File: src/include/fwec_pkg.sv
/*
 * Constants, register map and state type of the flash write/erase controller.
 * Assumes a 100 MHz APB clock; register indices are word indices on APB.
 */
package fwec_pkg;

    // ------------------------------------------------------------
    // Register indices (byte address is four times the index)
    // ------------------------------------------------------------
    localparam logic [7:0] IDX_FWT     = 8'hAB;
    localparam logic [7:0] IDX_ADDR_LO = 8'hAC;
    localparam logic [7:0] IDX_ADDR_HI = 8'hAD;
    localparam logic [7:0] IDX_CTRL    = 8'hAE;
    localparam logic [7:0] IDX_WDATA   = 8'hAF;

    // ------------------------------------------------------------
    // Control fields and reset values
    // ------------------------------------------------------------
    localparam int CTRL_BUSY_BIT   = 7;
    localparam int CTRL_PEND_BIT   = 6;
    localparam int CTRL_SPARE5_BIT = 5;
    localparam int CTRL_CONTINUOUS_READ_ENABLE_BIT = 4;
    localparam int CTRL_WRITE_BIT  = 1;
    localparam int CTRL_ERASE_BIT  = 0;
    localparam logic [7:0] CTRL_RESET  = 8'h00;
    localparam logic [7:0] ADDR_RESET  = 8'h00;
    localparam logic [7:0] WDATA_RESET = 8'h00;
    localparam logic [7:0] FWT_RESET   = 8'h2A;
    localparam logic [7:0] FWT_16MHZ   = 8'h15;
    localparam logic [4:0] DMA_TRIGGER_SELECT_SEL = 5'h12;

    // ------------------------------------------------------------
    // Timing
    // ------------------------------------------------------------
    localparam int CLK_PERIOD_NS  = 10;
    localparam int TIMEOUT_US     = 40;
    localparam int PROG_TIME_US   = 20;
    localparam int ERASE_TIME_MS  = 20;
    localparam int TIMEOUT_CYCLES = TIMEOUT_US * 1000 / CLK_PERIOD_NS;
    localparam int PROG_CYCLES    = (PROG_TIME_US * 1000 + CLK_PERIOD_NS - 1) / CLK_PERIOD_NS;
    localparam int ERASE_CYCLES   = (ERASE_TIME_MS * 1000000 + CLK_PERIOD_NS - 1) / CLK_PERIOD_NS;
    localparam int TIMER_W        = 22;

    typedef enum logic [1:0] {ST_IDLE, ST_ERASE, ST_COLLECT, ST_PROGRAM} fwec_state_e;

endpackage

File: src/fwec_top.sv
/*
 * Flash write/erase sequencer with APB register access, DMA pacing trigger,
 * per-word timeout and a timing generator scaled by the timing setting.
 * Assumes the flash macro, DMA and CPU share pclk; the flash macro returns
 * the currently stored word on flash_rdata for the word on flash_addr.
 */
`timescale 1ns/1ps

// Operation
// RL1: DMA channel picks the flash trigger with select code 10010.
// RL2: Pulse DMA trigger whenever the data port can take another byte.
// RL3: DMA does single byte transfers to fixed data port, length multiple of 4.
// RL4: A DMA write stalled over 40 us drops write and abandons it.
// RL5: Setting write start with DMA armed raises the first trigger.
// RL6: Flash-resident code setting write start sits on a 4-byte aligned address.
// RL7: Program one word each time four bytes arrive while writing.
// RL8: CPU polls word pending and feeds next four bytes once it is low.
// RL9: Four bytes of a word must arrive within 40 us.
// RL10: Word timeout ends the write and clears busy, keeping the address.
// RL11: Erase bit erases the page chosen by address high bits 6:1.
// RL12: An erased page reads as all ones.
// RL13: Erase and write set together: erase first, then write.
// RL14: Control bit 7 reads 1 while writing or erasing.
// RL15: A page erase lasts 20 ms.
// RL16: Fetch stalls while an operation started from flash code runs.
// RL17: Flash code setting erase must follow with a no-operation.
// RL18: Timing generator scaled by six-bit setting, reset 0x2A.
// RL19: Software loads 0x15 for 16 MHz and 0x2A for 32 MHz.
// RL20: Control bit 6 reads 1 while the current word programs.
// RL21: Control bit 4 keeps flash read enables on continuously.
// RL22: Write start and erase bits always read back as 0.
// RL23: Word target is the 15-bit address from high and low registers.
// RL24: First byte written becomes the word's least significant byte.
// RL25: Programming only clears bits; ones are never restored.
module fwec_top #(
    parameter int ERASE_CYCLES = fwec_pkg::ERASE_CYCLES
) (
    // Clock and reset
    input  wire logic        pclk,
    input  wire logic        presetn,
    // APB slave
    input  wire logic        psel,
    input  wire logic        penable,
    input  wire logic        pwrite,
    input  wire logic [11:0] paddr,
    input  wire logic [31:0] pwdata,
    output logic      [31:0] prdata,
    output logic             pready,
    output logic             pslverr,
    // DMA pacing
    output logic             dma_trigger,
    // CPU fetch
    input  wire logic        op_from_flash,
    output logic             fetch_stall,
    // Flash array
    input  wire logic        flash_read_req,
    input  wire logic [31:0] flash_rdata,
    output logic             flash_read_en,
    output logic             flash_prog,
    output logic             flash_erase,
    output logic      [14:0] flash_addr,
    output logic      [31:0] flash_wdata,
    output logic      [5:0]  flash_page
);

    localparam int TW = fwec_pkg::TIMER_W;
    localparam int FWT_DIV = int'(fwec_pkg::FWT_RESET);
    localparam logic [TW-1:0] PROG_TICKS  = TW'((fwec_pkg::PROG_CYCLES + FWT_DIV - 1) / FWT_DIV);
    localparam logic [TW-1:0] ERASE_TICKS = TW'((ERASE_CYCLES + FWT_DIV - 1) / FWT_DIV);
    localparam logic [TW-1:0] TOUT_CYC    = TW'(fwec_pkg::TIMEOUT_CYCLES);

    typedef struct packed {
        fwec_pkg::fwec_state_e state;
        logic [2:0]    spare;
        logic          continuous_read_enable;
        logic [7:0]    addr_hi;
        logic [7:0]    addr_lo;
        logic [7:0]    program_timing_setting;
        logic [7:0]    wdata;
        logic [31:0]   word;
        logic [1:0]    nbytes;
        logic          pend_write;
        logic          from_flash;
        logic [TW-1:0] timer;
        logic [5:0]    presc;
        logic          pready;
        logic          pslverr;
        logic [31:0]   prdata;
        logic          dma_trigger_select;
        logic          f_prog;
        logic          f_erase;
        logic [14:0]   f_addr;
        logic [31:0]   f_wdata;
        logic [5:0]    f_page;
        logic          read_en;
        logic          stall;
    } fwec_state_s;

    fwec_state_s s;
    fwec_state_s next_s;

    // ------------------------------------------------------------
    // Bus decode
    // ------------------------------------------------------------
    logic [7:0]  idx;
    logic        hit;
    logic        acc;
    logic        wr;
    logic        wr_ctrl;
    logic        wr_byte;
    logic        tick;
    logic        busy;
    logic        pend;
    logic [7:0]  ctrl_rd;
    logic [31:0] rd_val;
    logic [14:0] waddr;
    logic [31:0] new_word;

    assign idx      = paddr[9:2];
    assign hit      = (paddr[11:10] == 2'h0) && (paddr[1:0] == 2'h0)
                      && (idx >= fwec_pkg::IDX_FWT) && (idx <= fwec_pkg::IDX_WDATA);
    assign acc      = psel && penable;
    assign wr       = acc && s.pready && pwrite && hit;
    assign wr_ctrl  = wr && (idx == fwec_pkg::IDX_CTRL);
    assign wr_byte  = wr && (idx == fwec_pkg::IDX_WDATA);
    assign tick     = (s.presc == 6'h00);
    assign busy     = (s.state != fwec_pkg::ST_IDLE);
    assign pend     = (s.state == fwec_pkg::ST_PROGRAM);
    assign waddr    = {s.addr_hi[6:0], s.addr_lo};
    assign new_word = {pwdata[7:0], s.word[31:8]};

    always_comb begin
        ctrl_rd = {busy, pend, s.spare[2], s.continuous_read_enable, s.spare[1:0], 2'h0}; // RL14 RL20 RL22
        unique case (idx)
            fwec_pkg::IDX_FWT:     rd_val = {24'h0, s.program_timing_setting};
            fwec_pkg::IDX_ADDR_LO: rd_val = {24'h0, s.addr_lo};
            fwec_pkg::IDX_ADDR_HI: rd_val = {24'h0, s.addr_hi};
            fwec_pkg::IDX_CTRL:    rd_val = {24'h0, ctrl_rd};
            fwec_pkg::IDX_WDATA:   rd_val = {24'h0, s.wdata};
            default:               rd_val = 32'h0;
        endcase
    end

    // ------------------------------------------------------------
    // Next state
    // ------------------------------------------------------------
    always_comb begin
        next_s          = s;
        next_s.dma_trigger_select = 1'b0;
        next_s.pready   = acc && !s.pready;
        next_s.pslverr  = 1'b0;
        next_s.prdata   = 32'h0;
        if (acc && !s.pready) begin
            next_s.pslverr = !hit;
            next_s.prdata  = hit ? rd_val : 32'h0;
        end
        // One timing unit per setting count; zero behaves as one
        if (tick) begin
            next_s.presc = (s.program_timing_setting[5:0] == 6'h00) ? 6'h00 : s.program_timing_setting[5:0] - 6'h01; // RL18
        end else begin
            next_s.presc = s.presc - 6'h01;
        end
        next_s.read_en = s.continuous_read_enable || flash_read_req; // RL21

        unique case (s.state)
            fwec_pkg::ST_IDLE: begin
            end
            fwec_pkg::ST_ERASE: begin
                if (tick) begin
                    if (s.timer <= TW'(1)) begin // RL15
                        next_s.f_erase = 1'b0;
                        if (s.pend_write) begin // RL13
                            next_s.state    = fwec_pkg::ST_COLLECT;
                            next_s.timer    = TOUT_CYC;
                            next_s.nbytes   = 2'h0;
                            next_s.dma_trigger_select = 1'b1;
                        end else begin
                            next_s.state = fwec_pkg::ST_IDLE;
                        end
                    end else begin
                        next_s.timer = s.timer - TW'(1);
                    end
                end
            end
            fwec_pkg::ST_COLLECT: begin
                // Address is kept and the byte count cleared so software can retry the whole word
                if (s.timer <= TW'(1)) begin
                    next_s.state  = fwec_pkg::ST_IDLE; // RL4 RL9 RL10
                    next_s.nbytes = 2'h0;
                end else begin
                    next_s.timer = s.timer - TW'(1);
                end
            end
            fwec_pkg::ST_PROGRAM: begin
                if (tick) begin
                    if (s.timer <= TW'(1)) begin
                        next_s.f_prog   = 1'b0;
                        {next_s.addr_hi[6:0], next_s.addr_lo} = waddr + 15'h0001;
                        next_s.state    = fwec_pkg::ST_COLLECT;
                        next_s.timer    = TOUT_CYC;
                        next_s.nbytes   = 2'h0;
                        next_s.dma_trigger_select = 1'b1; // RL2
                    end else begin
                        next_s.timer = s.timer - TW'(1);
                    end
                end
            end
        endcase

        // ------------------------------------------------------------
        // Register writes
        // ------------------------------------------------------------
        if (wr) begin
            unique case (idx)
                fwec_pkg::IDX_FWT:     next_s.program_timing_setting     = pwdata[7:0];
                fwec_pkg::IDX_ADDR_LO: next_s.addr_lo = pwdata[7:0];
                fwec_pkg::IDX_ADDR_HI: next_s.addr_hi = pwdata[7:0];
                fwec_pkg::IDX_WDATA:   next_s.wdata   = pwdata[7:0];
                default: begin
                end
            endcase
        end
        if (wr_ctrl) begin
            next_s.continuous_read_enable = pwdata[fwec_pkg::CTRL_CONTINUOUS_READ_ENABLE_BIT];
            next_s.spare  = {pwdata[fwec_pkg::CTRL_SPARE5_BIT], pwdata[3:2]};
            // Starts while busy are ignored so a running erase is never cut short
            if (!busy && pwdata[fwec_pkg::CTRL_ERASE_BIT]) begin
                next_s.state      = fwec_pkg::ST_ERASE; // RL11
                next_s.f_erase    = 1'b1;
                // Prescaler restarts so the erase lasts a whole number of ticks
                next_s.presc      = (s.program_timing_setting[5:0] == 6'h00) ? 6'h00 : s.program_timing_setting[5:0] - 6'h01; // RL15 RL18
                next_s.f_page     = s.addr_hi[6:1]; // RL11 RL12
                next_s.timer      = ERASE_TICKS;
                next_s.pend_write = pwdata[fwec_pkg::CTRL_WRITE_BIT]; // RL13
                next_s.from_flash = op_from_flash;
            end else if (!busy && pwdata[fwec_pkg::CTRL_WRITE_BIT]) begin
                next_s.state      = fwec_pkg::ST_COLLECT;
                next_s.timer      = TOUT_CYC; // RL9
                next_s.nbytes     = 2'h0;
                next_s.dma_trigger_select   = 1'b1; // RL5
                next_s.pend_write = 1'b0;
                next_s.from_flash = op_from_flash;
            end
        end
        if (wr_byte && (s.state == fwec_pkg::ST_COLLECT)) begin
            next_s.word   = new_word; // RL24
            next_s.nbytes = s.nbytes + 2'h1;
            if (s.nbytes == 2'h3) begin
                next_s.state   = fwec_pkg::ST_PROGRAM; // RL7 RL20
                next_s.f_prog  = 1'b1;
                next_s.f_addr  = waddr; // RL23
                next_s.f_wdata = new_word & flash_rdata; // RL25
                next_s.timer   = PROG_TICKS;
                next_s.presc   = (s.program_timing_setting[5:0] == 6'h00) ? 6'h00 : s.program_timing_setting[5:0] - 6'h01; // RL18
            end else begin
                next_s.dma_trigger_select = 1'b1; // RL2
            end
        end
        // Target shown ahead of programming so the array returns the old word
        if (next_s.state != fwec_pkg::ST_PROGRAM) begin
            next_s.f_addr = {next_s.addr_hi[6:0], next_s.addr_lo}; // RL23 RL25
        end
        next_s.stall = (next_s.state != fwec_pkg::ST_IDLE) && next_s.from_flash; // RL16
    end

    always_ff @(posedge pclk or negedge presetn) begin
        if (!presetn) begin
            s       <= '0;
            s.program_timing_setting   <= fwec_pkg::FWT_RESET; // RL18
            s.presc <= 6'h00;
        end else begin
            s <= next_s;
        end
    end

    assign prdata        = s.prdata;
    assign pready        = s.pready;
    assign pslverr       = s.pslverr;
    assign dma_trigger   = s.dma_trigger_select; // RL1
    assign fetch_stall   = s.stall;
    assign flash_read_en = s.read_en;
    assign flash_prog    = s.f_prog;
    assign flash_erase   = s.f_erase;
    assign flash_addr    = s.f_addr;
    assign flash_wdata   = s.f_wdata;
    assign flash_page    = s.f_page;
endmodule // fwec_top

File: config.mk
export PLATFORM = sky130hd
export DESIGN_NAME = fwec_top
export DESIGN_NICKNAME = d
export VERILOG_FILES = /design/src/include/fwec_pkg.sv /design/src/fwec_top.sv
export SDC_FILE = /design/constraint.sdc
export NUM_CORES = 1
export LEC_CHECK = 0
export BUFFER_PORTS_ARGS = -buffer_cell sky130_fd_sc_hd__clkbuf_2
export CAP_MARGIN = 20
export CORE_ASPECT_RATIO = 0.5
export CORE_MARGIN = 5
export CORE_UTILIZATION = 45
export CTS_BUF_LIST = sky130_fd_sc_hd__clkbuf_2 sky130_fd_sc_hd__clkbuf_4 sky130_fd_sc_hd__clkbuf_8
export CTS_CLUSTER_DIAMETER = 150
export DETAILED_ROUTE_END_ITERATION = 7
export GPL_ROUTABILITY_DRIVEN = 0
export GPL_TIMING_DRIVEN = 0
export PLACE_DENSITY = 0.67
export SETUP_SLACK_MARGIN = 0.5
export SKIP_LAST_GASP = 1
export SYNTH_ARGS = -nofsm -noshare
export SYNTH_HDL_FRONTEND = slang
export SYNTH_SLANG_ARGS = --single-unit
export TNS_END_PERCENT = 100
File: constraint.sdc
create_clock -name pclk -period 3.16 [get_ports pclk]
set_clock_uncertainty 0.05 [all_clocks]
set_input_delay 0.158 -clock pclk [delete_from_list [all_inputs] [get_ports pclk]]
set_output_delay 0.158 -clock pclk [all_outputs]
set_load 0.02 [all_outputs]
==> flow_metrics.py, run 1 <==
metrics = {
    "worst_setup_path": {
        "critPathLaunchType": "flip-flop",
        "worst-endpoint-arrival_ps": 2900,
        "path_class": "reg2reg",
        "cp-end-kind": "flip-flop",
        "path_max_fanout": 10,
        "critPathRequiredTime_ps": 3480,
    },
    "yosys": {
        "avgSynthCellArea_um2": 9.64,
        "synth-seq-cells": 162,
        "seq_area_frac_synth_pct": 46.0,
        "syn-cell-area_mm2": 0.00883,
        "synth.top_cells.by_area": "dfrtp_1 (45%), buf_4 (7.2%), mux2_2 (6.1%), nand2_1 (5.7%), nor2_1 (2.8%)",
        "syn_inst": 916,
        "post_synth_num_cell_types": 74,
        "synthArstFlopShare_pct": 100,
        "yosysTopAreaCell": "dfrtp_1",
        "ys.flop_type": "dfrtp_1",
        "yosysTopAreaCellShare_pct": 45.1,
        "synth_edf_count": 0,
        "yosys_warnings": 0,
    },
    "route": {
        "drt_pass1_iterations": 6,
        "vias": 7748,
        "antenna_left": 0,
        "post_drt_wl_per_cell_um": 18.1,
        "drt_iter0_markers": 873,
        "viasPerCell": 5.43,
        "drt_wl_total_um": 25800,
        "route.detailed.drc": 0,
    },
    "finish": {
        "num_antenna_cells": 0,
        "final_util_pct": 57.2,
        "fin_nets": 1239,
        "mostFrequentLayoutCell": "dfrtp_1",
        "area_growth_pct": 25.5,
        "layout_common_cells": "dfrtp_1 (157), nand2_1 (134), clkbuf_2 (130), buf_4 (108), nor2_1 (60)",
        "drive_gt1_share_pct": 34.5,
    },
    "clock_tree": {
        "clock_sinks": 162,
        "ctsHtreeMaxLevel": 4,
        "cts_buffers": 17,
        "cts_tree": "yes",
        "root_buffer": "clkbuf_8",
        "clk_pin_slew_ps": 90,
        "cts_buffer_depth": 2,
        "clock_latency_ps": 480,
    },
    "outcome": {
        "outcome": "finished clean",
    },
    "floorplanning": {
        "core_mm2": 0.0194,
        "die_w_um": 208,
        "dieArea_mm2": 0.0227,
        "rows": 36,
        "ioPinCount": 175,
        "initial_utilization_pct": 45.6,
        "die_h_um": 109,
    },
    "sta": {
        "maxSlewViolCount": 0,
        "worst_pin_slew_ps": 1120,
        "slew_headroom_pct": 24.7,
        "min_period_over_period_pct": 81.7,
        "min_period_ps": 2580,
        "hold_violations": 0,
        "fmax_mhz": 387,
        "setup_viol_count_final": 0,
        "setup_tns_ps": 0,
        "rsz0062_at_grt": "yes",
    },
    "power_and_ir_drop": {
        "power.total_w": 0.00433,
        "cellPowerDensity_mw_per_mm2": 391,
        "leakagePower_nw": 5.32,
        "ir_drop_uv": 249,
    },
    "global_route": {
        "antenna_found_initial": 0,
        "grt_overflow_total": 0,
        "gr-usage-all-layers_pct": 23.1,
        "grt_pass1_wl_um": 41500,
        "grt_pass1_vias": 7658,
        "grt_max_degree": 113,
    },
    "placed_design": {
        "hpwl_um": 18400,
        "io_buffers": 126,
    },
    "hold_path": {
        "min-delay-path-class": "in2reg",
    },
    "flow_run": {
        "drv_cap": 0,
    },
}
## what timing repair did
action	4_1_cts	5_1_grt
hold buffers	42	0
resized for setup	27	38
pin swaps	5	10
setup endpoints to repair	55	56
setup buffers	12	10
hold endpoints to repair	97	0
## per-layer routing
layer  global-route usage (%)  wire [um]  share of wire, %  vias to the layer above
met5                        0          0                 0                        -
met4                     8.24        691               2.7                        0
met3                     5.52       1960               7.6                       65
met2                     36.6      11800                46                      330
met1                     31.4      11300                44                     3754
li1                         -          -                 -                     3599
## final cells by class
cell class                      count  area [um^2]
Fill cell                        1717         8290
Multi-Input combinational cell    634         4170
Sequential cell                   162         4060
Timing Repair Buffer              191         1260
Buffer                            126          838
Tap cell                          266          333
Clock buffer                       18          248
Clock inverter                     13          101
Inverter                           17         66.3
## state kept, by name, summed over array words and instances, names as in the netlist, 4 cells and up
| signal | flops |
|---|---|
| flash_page | 6 |
| flash_addr | 15 |
| ctrl_rd | 4 |
| flash_wdata | 32 |
| s | 66 |
| new_word | 24 |
| prdata | 8 |
## where the power goes
| group | switching (W) | internal, W | leakage (nW) | total, W |
|---|---|---|---|---|
| logic | 0.000380 | 0.000309 | 3.14 | 0.000689 |
| registers | 0.0000866 | 0.00214 | 2.01 | 0.00223 |
| clock network | 0.000839 | 0.000571 | 0.174 | 0.00141 |
| total | 0.00131 | 0.00302 | 5.32 | 0.00433 |
## worst max-delay path, stage by stage, from the launching register on
cell and delay, ps:
dfrtp_1 370, buf_2 180, or4_4 540, nor3_4 240, buf_4 180, nand4_4 120
nor3_4 220, xnor2_1 140, a21oi_1 110, a221o_1 330
## cell usage after synthesis (all sizes together), types with 4 or more instances
| library cell | number |
|---|---|
| clkbuf | 26 |
| xnor2 | 16 |
| a22o | 11 |
| ha | 7 |
| a21o | 15 |
| nor2b | 6 |
| buf | 100 |
| and2 | 4 |
| nor4 | 17 |
| nand4 | 17 |
| nand2 | 136 |
| o22ai | 4 |
| or4 | 7 |
| nand3 | 48 |
| inv | 17 |
| dfrtp | 159 |
| and3 | 5 |
| and4 | 4 |
| o21ai | 39 |
| nor2 | 65 |
| mux2 | 48 |
| or2 | 5 |
| o31ai | 4 |
| xor2 | 10 |
| mux2i | 8 |
| mux4 | 5 |
| a22oi | 5 |
| a211oi | 9 |
| nor3 | 30 |
| a21oi | 32 |
| or3 | 5 |
| a31oi | 6 |
| o21bai | 4 |
| o21a | 7 |
## through the flow
stage	area [um^2]	setup slack, ps	instances	hold slack [ps]
3_5_place_dp	9920	-140	1332	101
3_3_place_gp	9880	-1090	1331	332
2_1_floorplan	8920	583	939	-188
5_1_grt	11100	442	1427	34.7
6_report	11100	577	1427	34.0
4_1_cts	10900	494	1417	1.39
## cell families (layout without fill, tap and decap cells)
logic type / after synthesis / in the layout / synth area share [%]
multiplexers: 61 / 61 / 8.30
AND/OR/NAND/NOR: 358 / 358 / 20.3
AO/OA/AOI/OAI: 158 / 158 / 11.9
adder cells (fa/ha/maj): 7 / 7 / 0.992
buffers and inverters: 143 / 365 / 9.93
flip-flops: 162 / 162 / 46.0
other: 1 / 24 / 0.0425
XOR/XNOR: 26 / 26 / 2.58
## worst paths after layout
path / slack, ps / end / cells after the start / from
max: 580 / flash_addr[8]$_DFFE_PN0P_ / 9 / s[111]$_DFF_PN0_
min: 30 / flash_wdata[26]$_DFFE_PN0P_ / 3 / pwdata[2]
max reg2reg: 580 / flash_addr[8]$_DFFE_PN0P_ / 9 / s[111]$_DFF_PN0_
min reg2reg: 420 / flash_wdata[3]$_DFFE_PN0P_ / 2 / flash_wdata[3]$_DFFE_PN0P_
max in group asynchronous: 2020 / flash_wdata[15]$_DFFE_PN0P_ / 3 / presetn
min in group asynchronous: 150 / s[102]$_DFF_PN0_ / 2 / presetn
Power figures use the tool's default switching activity.
==> inputs of run 2 (changes only) <==
Clock period 3.16 ns to 2.5 ns, I/O delays scaled along.
==> flow_metrics.py, run 2 (synthesis gave the netlist of run 1 again) <==
metrics = {
    "finish": {
        "final_cells": 1517,
        "largest_register_ffs": 66,
        "layout_common_cells": "buf_4 (159), dfrtp_1 (154), clkbuf_2 (130), nand2_1 (127), nor2_1 (50)",
        "area_growth_pct": 43.6,
        "fin_nets": 1328,
        "largest_register": "s",
        "drive_gt1_share_pct": 45.6,
        "num_antenna_cells": 0,
        "mostFrequentLayoutCell": "buf_4",
    },
    "route": {
        "vias": 8595,
        "route.detailed.drc": 0,
        "drt_pass1_iterations": 8,
        "drt_iter0_markers": 1038,
        "drt_wl_total_um": 30500,
        "antenna_left": 0,
        "viasPerCell": 5.67,
        "post_drt_wl_per_cell_um": 20.1,
    },
    "hold_path": {
        "hold_depth": 4,
        "whs_endpoint": "prdata[7]$_DFF_PN0_",
        "min-delay-path-class": "in2reg",
        "min_from": "paddr[4]",
    },
    "worst_setup_path": {
        "path_max_fanout": 3,
        "critPathRequiredTime_ps": 2860,
        "critPathLaunchType": "flip-flop",
        "worst-endpoint-arrival_ps": 3120,
        "r2r_cells": 13,
        "path_class": "reg2reg",
        "rr_startpoint": "s[98]$_DFF_PN0_",
        "worst-r2r-setup-slack_ps": -260,
        "cp-end-kind": "flip-flop",
        "r2r-end": "s[110]$_DFF_PN0_",
    },
    "placed_design": {
        "io_buffers": 126,
        "place_inst": 1332,
        "pre_cts_ws_ps": -506,
        "hpwl_um": 18500,
    },
    "power_and_ir_drop": {
        "cellPowerDensity_mw_per_mm2": 460,
        "leakagePower_nw": 6.00,
        "ir_drop_uv": 318,
    },
    "sta": {
        "min_period_over_period_pct": 110,
        "min_period_ps": 2760,
        "hold_violations": 0,
        "worst_pin_slew_ps": 781,
        "fmax_mhz": 362,
        "worst_slack_ps": -260,
        "rsz0062_at_grt": "yes",
        "slew_headroom_pct": 47.9,
        "setup_viol_count_final": 28,
        "maxSlewViolCount": 0,
    },
    "clock_tree": {
        "ctsHtreeMaxLevel": 4,
        "clock_latency_ps": 480,
        "clk_pin_slew_ps": 100,
        "cts_buffers": 17,
        "clock_sinks": 162,
        "root_buffer": "clkbuf_8",
        "cts_tree": "yes",
        "cts_buffer_depth": 2,
    },
    "outcome": {
        "outcome": "complete, but fails checks",
        "violations": "negative setup slack",
    },
    "global_route": {
        "grt_pass1_wl_um": 44900,
        "gr-usage-all-layers_pct": 25.2,
        "antenna_found_initial": 1,
        "grt_pass1_vias": 8225,
        "grt_overflow_total": 0,
        "grt_max_degree": 117,
    },
    "floorplanning": {
        "ioPinCount": 175,
        "initial_utilization_pct": 45.6,
        "rows": 36,
        "die_h_um": 109,
        "dieArea_mm2": 0.0227,
        "core_mm2": 0.0194,
        "die_w_um": 208,
    },
    "flow_run": {
        "drv_cap": 0,
    },
}
## run 2: cell types whose count changed in the layout (fill, tap and decap cells not counted), moves of 9 or more
cell / delta
o21ai_0: -20
nor2_4: +9
buf_4: +51
o21ai_1: +15
buf_6: +37
clkbuf_1: -10
nor2_1: -10
## run 2: repair_timing
item                                   4_1_cts  5_1_grt
gates cloned                                 2        1
endpoints found under the hold margin      100        0
hold buffers                                45        0
gates resized for setup                    147       93
setup endpoints to repair                  130      123
setup buffers                               70       35
pin swaps                                   65       61
## run 2: layout make-up
type                            count  area (um^2)
Timing Repair Buffer              279         2090
Tap cell                          266          333
Buffer                            126          966
Multi-Input combinational cell    635         4750
Clock buffer                       20          269
Sequential cell                   162         4060
Fill cell                        1418         6690
Clock inverter                     12          121
Inverter                           17         82.6
## run 2: critical path, stage by stage (launching register included)
cell	delay, ps
dfrtp_2	440
inv_4	80
ha_4	130
or4b_4	490
nor4_4	260
buf_4	180
buf_6	110
buf_12	110
buf_12	100
buf_4	110
nand4_1	160
a21oi_1	290
a211oi_2	60
nor2_1	110
## run 2: worst max path at each step
stage	start	end	slack, ps
finish	s[98]$_DFF_PN0_	s[110]$_DFF_PN0_	-260
global placement	presetn	flash_wdata[28]$_DFFE_PN0P_	-1700
CTS	s[98]$_DFF_PN0_	s[116]$_DFF_PN0_	-160
floorplan	s[98]$_DFF_PN0_	s[116]$_DFF_PN0_	20
global route	s[99]$_DFF_PN0_	s[110]$_DFF_PN0_	-420
detailed placement	paddr[11]	s[115]$_DFF_PN0_	-510
## run 2: through the flow
stage	area [um^2]	total power, W	hold slack [ps]	TNS [ps]	util (%)
floorplan	9070	0.00327	-221	0	-
CTS	12000	0.00569	38.0	-487	62.0
finish	12700	0.00584	55.5	-2230	65.5
global placement	10000	0.00350	299	-285530	51.8
detailed placement	10100	0.00353	57.3	-20820	52.0
global route	12700	0.00604	98.2	-4400	65.5
## run 2: metal layers
layer	vias to the layer above	track usage [%]	wire, um
met5	-	0	13
met1	4195	32.4	12300
met3	132	7.13	2720
li1	3784	-	-
met2	482	41.5	14200
met4	2	8.57	1270
## run 2: report_power, final
group / internal, W / switching [W]
registers: 0.00271 / 0.000110
logic: 0.000474 / 0.000564
clock network: 0.000875 / 0.00110
